File: src/design/fdl_map.svh
// offsets, codes and timing counts for the lcd decoder driver
`ifndef FDL_MAP_SVH
`define FDL_MAP_SVH
`define FDL_BP_DIV        128
`define FDL_DIGITS        4
`define FDL_SEGS          7
`define FDL_CLK_NS        8
`define FDL_OSC_DIV_DEF   977
`define FDL_SLAVE_FILT_NS 1000
`define FDL_SLAVE_FILT_CYC ((`FDL_SLAVE_FILT_NS + `FDL_CLK_NS - 1) / `FDL_CLK_NS)
`define FDL_CODE_DASH     7'h40
`define FDL_CODE_E        7'h79
`define FDL_CODE_H        7'h76
`define FDL_CODE_L        7'h38
`define FDL_CODE_P        7'h73
`define FDL_CODE_BLANK    7'h00
`endif

File: src/design/fdl_pkg.sv
// types for the lcd decoder driver
package fdl_pkg;
  typedef enum logic {fdl_in_mux, fdl_in_cpu} fdl_input_type;
  typedef enum logic {fdl_dec_hex, fdl_dec_alt} fdl_decode_type;
  typedef logic [6:0] fdl_seg_type;
endpackage

File: src/design/fdl_dec_if.sv
// character to segment lookup carrier
`timescale 1ns/10ps
interface fdl_dec_if;
  logic [3:0]          char_code;
  fdl_pkg::fdl_seg_type segs;
  modport client (output char_code, input segs);
  modport server (input char_code, output segs);
endinterface

File: src/design/fdl_decoder.sv
// seven segment character decoder, hex or alternate letter set
`timescale 1ns/10ps
`include "fdl_map.svh"
module fdl_decoder #(
  parameter fdl_pkg::fdl_decode_type DECODE = fdl_pkg::fdl_dec_hex
) (
  fdl_dec_if.server dec
);
  import fdl_pkg::*;
  // bit order g f e d c b a
  always_comb
  begin
    case (dec.char_code)
      4'h0: dec.segs = 7'h3f;
      4'h1: dec.segs = 7'h06;
      4'h2: dec.segs = 7'h5b;
      4'h3: dec.segs = 7'h4f;
      4'h4: dec.segs = 7'h66;
      4'h5: dec.segs = 7'h6d;
      4'h6: dec.segs = 7'h7d;
      4'h7: dec.segs = 7'h07;
      4'h8: dec.segs = 7'h7f;
      4'h9: dec.segs = 7'h6f;
      default:
      begin
        if (DECODE == fdl_dec_hex)
        begin
          case (dec.char_code)
            4'ha: dec.segs = 7'h77;
            4'hb: dec.segs = 7'h7c;
            4'hc: dec.segs = 7'h39;
            4'hd: dec.segs = 7'h5e;
            4'he: dec.segs = 7'h79;
            default: dec.segs = 7'h71;
          endcase
        end
        else
        begin
          case (dec.char_code)
            4'ha: dec.segs = `FDL_CODE_DASH;
            4'hb: dec.segs = `FDL_CODE_E;
            4'hc: dec.segs = `FDL_CODE_H;
            4'hd: dec.segs = `FDL_CODE_L;
            4'he: dec.segs = `FDL_CODE_P;
            default: dec.segs = `FDL_CODE_BLANK;
          endcase
        end
      end
    endcase
  end
endmodule

File: src/design/fdl_driver.sv
// four digit seven segment lcd decoder and static driver
//
// Behaviour
// - multiplexed input: four data bits plus four one-hot digit strobes
// - processor input: data and two-bit digit code held in input latches
// - hex option decodes all sixteen values to hex characters
// - alternate option: 0-9, then dash, E, H, L, P, blank
// - values zero to nine show decimal digits on both options
// - 28 segment outputs plus backplane from own oscillator and divider
// - segments static, each digit holds pattern until rewritten
// - oscillator tied low: backplane pin becomes input, segments follow it
// - free-running backplane is oscillator divided by 128
// - both selects low load latches; rising select stores decoded digit
// - digit code 00 is digit four, 11 is digit one
// - alternate codes 1010 to 1111 map to dash, E, H, L, P, blank
`timescale 1ns/10ps
`include "fdl_map.svh"
module fdl_driver #(
  parameter fdl_pkg::fdl_input_type  INPUT  = fdl_pkg::fdl_in_mux,
  parameter fdl_pkg::fdl_decode_type DECODE = fdl_pkg::fdl_dec_hex,
  parameter int OSC_DIV = `FDL_OSC_DIV_DEF
) (
  input  wire logic        clk,
  input  wire logic        rst_n,
  input  wire logic        char_bit_low,
  input  wire logic        char_bit_1,
  input  wire logic        char_bit_2,
  input  wire logic        char_bit_high,
  input  wire logic        digit_strobe_one,
  input  wire logic        digit_strobe_two,
  input  wire logic        digit_strobe_three,
  input  wire logic        digit_strobe_four,
  input  wire logic        digit_code_low,
  input  wire logic        digit_code_high,
  input  wire logic        chip_sel_a_n,
  input  wire logic        chip_sel_b_n,
  input  wire logic        osc_grounded,
  input  wire logic        backplane_pin_in,
  output logic             backplane_pin_out,
  output logic             backplane_pin_oe,
  output logic [27:0]      segments
);
  import fdl_pkg::*;

  localparam int FILT = `FDL_SLAVE_FILT_CYC;

  // osc_cnt is 16 bits wide, slave_cnt 8 bits wide
  if (OSC_DIV < 1 || OSC_DIV > 65535 || FILT > 255)
  begin
    $error("OSC_DIV or slave filter count out of range");
  end

  typedef struct packed {
    logic [15:0] osc_cnt;
    logic [6:0]  bp_div;
    logic [7:0]  slave_cnt;
    logic        slave;
    logic [3:0]  in_data;
    logic [1:0]  in_code;
    logic        cs_both;
    logic [27:0] digits;
    logic [27:0] seg_out;
    logic        bp_out;
  } fdl_state_type;

  fdl_state_type st;
  fdl_state_type next_st;

  fdl_dec_if dec ();
  fdl_decoder #(.DECODE(DECODE)) u_dec (.dec(dec.server));

  logic [3:0] char_in;
  logic [3:0] strobes;
  logic       bp_level;
  logic       cs_low;
  logic [1:0] digit_idx;
  logic       do_write;

  assign char_in = {char_bit_high, char_bit_2, char_bit_1, char_bit_low};
  assign strobes = {digit_strobe_four, digit_strobe_three,
                    digit_strobe_two, digit_strobe_one};
  assign cs_low  = !chip_sel_a_n && !chip_sel_b_n;
  assign dec.char_code = (INPUT == fdl_in_cpu) ? st.in_data : char_in;
  assign bp_level = st.slave ? backplane_pin_in : st.bp_div[6];

  always_comb
  begin
    next_st = st;
    do_write = 1'b0;
    digit_idx = 2'h0;
    // oscillator stand-in: one tick every OSC_DIV clocks
    if (st.osc_cnt == 16'(OSC_DIV - 1))
    begin
      next_st.osc_cnt = 16'h0000;
      next_st.bp_div = st.bp_div + 7'h01;
    end
    else
      next_st.osc_cnt = st.osc_cnt + 16'h0001;
    // grounded oscillator must persist to count as slave request
    if (osc_grounded)
    begin
      if (st.slave_cnt != 8'(FILT))
        next_st.slave_cnt = st.slave_cnt + 8'h01;
      else
        next_st.slave = 1'b1;
    end
    else
    begin
      next_st.slave_cnt = 8'h00;
      next_st.slave = 1'b0;
    end
    if (INPUT == fdl_in_cpu)
    begin
      next_st.cs_both = cs_low;
      if (cs_low)
      begin
        next_st.in_data = char_in;
        next_st.in_code = {digit_code_high, digit_code_low};
      end
      if (st.cs_both && !cs_low)
      begin
        do_write = 1'b1;
        digit_idx = ~st.in_code;
      end
    end
    else
    begin
      for (int i = 0; i < `FDL_DIGITS; i++)
      begin
        if (strobes[i])
        begin
          do_write = 1'b1;
          digit_idx = 2'(i);
        end
      end
    end
    if (do_write)
      next_st.digits[digit_idx*`FDL_SEGS +: `FDL_SEGS] = dec.segs;
    next_st.bp_out = bp_level;
    next_st.seg_out = st.digits ^ {28{bp_level}};
  end

  always_ff @(posedge clk or negedge rst_n)
  begin
    if (!rst_n)
      st <= '0;
    else
      st <= next_st;
  end

  assign backplane_pin_out = st.bp_out;
  assign backplane_pin_oe  = !st.slave;
  assign segments          = st.seg_out;

  chk_seg_phase: assert property (@(posedge clk)
    disable iff (!rst_n)
    segments == ($past(st.digits) ^ {28{$past(bp_level)}}))
    else $error("segment phase wrong");

  chk_slave_oe: assert property (@(posedge clk)
    disable iff (!rst_n)
    osc_grounded [*8] |-> ##[0:130] (!backplane_pin_oe || !osc_grounded))
    else $error("backplane not released");

  chk_slave_filter: assert property (@(posedge clk)
    disable iff (!rst_n)
    $rose(osc_grounded) |=> backplane_pin_oe [*8])
    else $error("short grounding released backplane");

  chk_master_oe: assert property (@(posedge clk)
    disable iff (!rst_n)
    !osc_grounded |=> backplane_pin_oe)
    else $error("backplane driver off");

  chk_bp_div: assert property (@(posedge clk)
    disable iff (!rst_n)
    (st.osc_cnt == 16'(OSC_DIV - 1)) |=>
      st.bp_div == $past(st.bp_div) + 7'h01)
    else $error("backplane divider stuck");

  chk_hold_digits: assert property (@(posedge clk)
    disable iff (!rst_n)
    !do_write |=> $stable(st.digits))
    else $error("digit changed without write");

  chk_write_digit: assert property (@(posedge clk)
    disable iff (!rst_n)
    do_write |=> st.digits[$past(digit_idx)*7 +: 7] == $past(dec.segs))
    else $error("digit not stored");

  chk_mux_one: assert property (@(posedge clk)
    disable iff (!rst_n)
    (INPUT == fdl_in_mux && strobes == 4'h1) |=>
      st.digits[27:7] == $past(st.digits[27:7]))
    else $error("strobe one touched other digits");

  chk_cpu_latch: assert property (@(posedge clk)
    disable iff (!rst_n)
    (INPUT == fdl_in_cpu && cs_low) |=> st.in_data == $past(char_in))
    else $error("input latch missed");

  chk_code_one: assert property (@(posedge clk)
    disable iff (!rst_n)
    (INPUT == fdl_in_cpu && do_write && st.in_code == 2'h3) |=>
      st.digits[6:0] == $past(dec.segs))
    else $error("code 11 missed digit one");

  chk_code_four: assert property (@(posedge clk)
    disable iff (!rst_n)
    (INPUT == fdl_in_cpu && do_write && st.in_code == 2'h0) |=>
      st.digits[27:21] == $past(dec.segs))
    else $error("code 00 missed digit four");

  chk_decimal: assert property (@(posedge clk)
    disable iff (!rst_n)
    (dec.char_code == 4'h0) |-> dec.segs == 7'h3f)
    else $error("zero decoded wrong");
endmodule

File: config.mk
export PLATFORM = sky130hd
export DESIGN_NAME = fdl_driver
export DESIGN_NICKNAME = d
export VERILOG_FILES = /design/src/design/fdl_pkg.sv /design/src/design/fdl_dec_if.sv /design/src/design/fdl_decoder.sv /design/src/design/fdl_driver.sv
export VERILOG_INCLUDE_DIRS = /design/src /design/src/design
export SDC_FILE = /design/constraint.sdc
export NUM_CORES = 1
export LEC_CHECK = 0
export CAP_MARGIN = 20
export CORE_MARGIN = 3
export CORE_UTILIZATION = 57
export CTS_BUF_LIST = sky130_fd_sc_hd__clkbuf_4
export DETAILED_ROUTE_END_ITERATION = 6
export DONT_BUFFER_PORTS = 1
export GPL_TIMING_DRIVEN = 1
export HOLD_SLACK_MARGIN = 0.05
export PLACE_DENSITY = 0.72
export SLEW_MARGIN = 20
export SYNTH_ARGS = -nofsm -noshare
export SYNTH_HDL_FRONTEND = slang
export SYNTH_SLANG_ARGS = --single-unit
File: constraint.sdc
create_clock -name clk -period 1.83 [get_ports clk]
set_input_delay 0 -clock clk [delete_from_list [all_inputs] [get_ports clk]]
set_output_delay 0 -clock clk [all_outputs]
set_load 0.02 [all_outputs]
==> results.tsv <==
metric	value	unit
synth-async-reset-ratio	100	%
register_area	2230	sq um
post_cts.repair.setup_buffers	0	
fp.dieW	90.3	um
io_buffers	0	
io_pins	46	
syn_nets	394	
grt_max_degree	90	
hold_path_class	in2async	
grt_pass1_wl	11500	um
drive_gt1_share	9.04	%
fmax	0.599	GHz
finClkSkew	0.0126	ns
holdWs	-0.778	ns
worst-path-max-fanout	7	
period_needed	1.67	ns
antenna_found_initial	0	
htreeDepth	3	
status	complete, but fails checks	
power_per_cell_area	871	nW/um^2
rsz0062_at_grt	no	
routedWlPerCell	14.7	um
ir_worst_vdd	0.495	mV
dp_hpwl	4410	um
multi_input_area	1490	sq um
grt_pass1_vias	2382	
final_common_cell	dfrtp_1	
final_antenna_net_count	0	
synth_top_cell_by_area	dfrtp_1	
setup-tns-final	0	ns
die_h	90.3	um
required	2.18	ns
seq_area_frac_synth	55.0	%
drv_cap	0	
drt-pass1-iter-count	4	
drc	0	
synth_top_area_share	55.0	%
overflow	0	
finalHoldViolCount	89	
violations	hold timing	
avgViaCountPerCell	5.35	
final_util	61.7	%
synth_edf_count	0	
relSlewSlack	48.6	%
cts_made_buffers	9	
nNetsFinal	385	
netlist_instances	369	
post-place-ws	0.209	ns
gp_congestion	0.788	
synth-warning-count	0	
dr.first_iter.drc_count	131	
cp_data_arrival_time	2.02	ns
routed_wirelength	6760	um
crit_type	in2reg	
num_rows	30	
worst_slew_pin_slew	0.763	ns
syn_avg_cell_area	11.0	sq um
yosysUniqueCellTypes	46	
worst_slack	0.159	ns
critPathCaptureType	register	
ys_seq_elements	89	
via_count	2467	
die-area	8150	sq um
layout_common_cells	dfrtp_1 (89), xnor2_1 (45), nand2_1 (41)	
cts_sinks	89	
clock_path_buffers	2	
fill_cells	559	
p_leak	1.91	nW
drv_slew	0	
root_buffer	clkbuf_4	
initial_core_util	59.3	%
antenna_cells	0	
setup_violations	0	
core_area	6830	sq um
path_clk_slew	0.16	ns
fin_crit_sh	91.3	%
cts_tree	built	
synth_flop_cell	dfrtp_1	
worst_skew_pair.late_latency	0.45	ns
track_usage	17.7	%
crit_path_start_kind	primary input	
synth_area	4050	sq um
area_growth	4.05	%
synthTopCellsByArea	dfrtp_1 (55%), xnor2_1 (9.7%), buf_4 (5.4%), o21ai_0 (3.8%), nand2_1 (3.8%)	
synth_stat cells (all sizes together), types with 3 or more instances:
library cell	n
buf	38
nand2	43
inv	13
nor2	21
xnor2	47
a21oi	8
o22ai	3
nand3	13
ha	9
dfrtp	89
and4	4
nor3	3
o21ai	31
nand4	8
xor2	5
worst max-delay path: stages:
cell           delay, ns
dlygate4sd3_1       0.56
or4_1               0.68
dlygate4sd3_1       0.62
nand4_1             0.09
o21ai_0             0.07
final cells by class:
class / instances / share of cell area (%)
clock buffers: 9 / 1.60
clock inverters: 7 / 1.66
inverters: 14 / 1.25
multi-input cells: 226 / 35.4
flip-flops and latches: 89 / 52.9
well taps: 96 / 2.85
repair buffers: 20 / 4.40
flip-flops by register name (all words and copies together), names as in the netlist:
signal / count
segments: 28
st: 60
backplane_pin_out: 1
cells by family after synthesis:
family                     after synthesis  share of synthesized area (%)
buffers and inverters                   54                           8.50
DFF                                     89                           55.0
adders and majority gates                9                           2.78
AOI/OAI and AO/OA                       55                           7.88
xor gates and xnor gates                52                           11.6
muxes                                    2                          0.525
and+or+nand+nor                        108                           13.7
layer usage:
layer	vias up	GRT usage (%)	share of wire [%]
li1	1193	-	-
met1	1201	25.1	47
met2	61	26.4	46
met3	12	3.33	4.9
met4	0	8.80	2.1
met5	-	0	0
repair_timing:
action,in CTS,in global routing
hold buffers,13,1
gates resized for setup,0,0
hold endpoints to repair,147,91
endpoints found under the setup margin,0,0
worst paths after layout:
| check | start | end | slack, ns | cells after the start |
|---|---|---|---|---|
| worst min register to register | st[36] | segments[7] | 0.47 | 1 |
| min in group clk | char_bit_low | st[46] | 0.05 | 4 |
| worst max register to register | st[80] | st[74] | 0.21 | 6 |
| worst max-delay path | digit_strobe_four | st[54] | 0.16 | 5 |
| max in group asynchronous | rst_n | st[95] | 2.48 | 0 |
| worst min-delay path | rst_n | segments[5] | -0.78 | 0 |
report_power, final:
group | leakage, nW | switching [mW] | internal [mW]
clock network | 0.0722 | 0.733 | 0.316
registers | 1.19 | 0.210 | 2.14
logic | 0.643 | 0.140 | 0.136
total | 1.91 | 1.08 | 2.59
metrics by stage:
stage,power [mW],area [sq um],std cells
after floorplan,2.67,4050,369
after global placement,2.62,3940,431
after detailed placement,2.63,3940,431
after CTS,3.72,4200,460
after global routing,3.86,4210,461
final,3.67,4210,461
No activity file was read; power rests on OpenSTA's default activity.
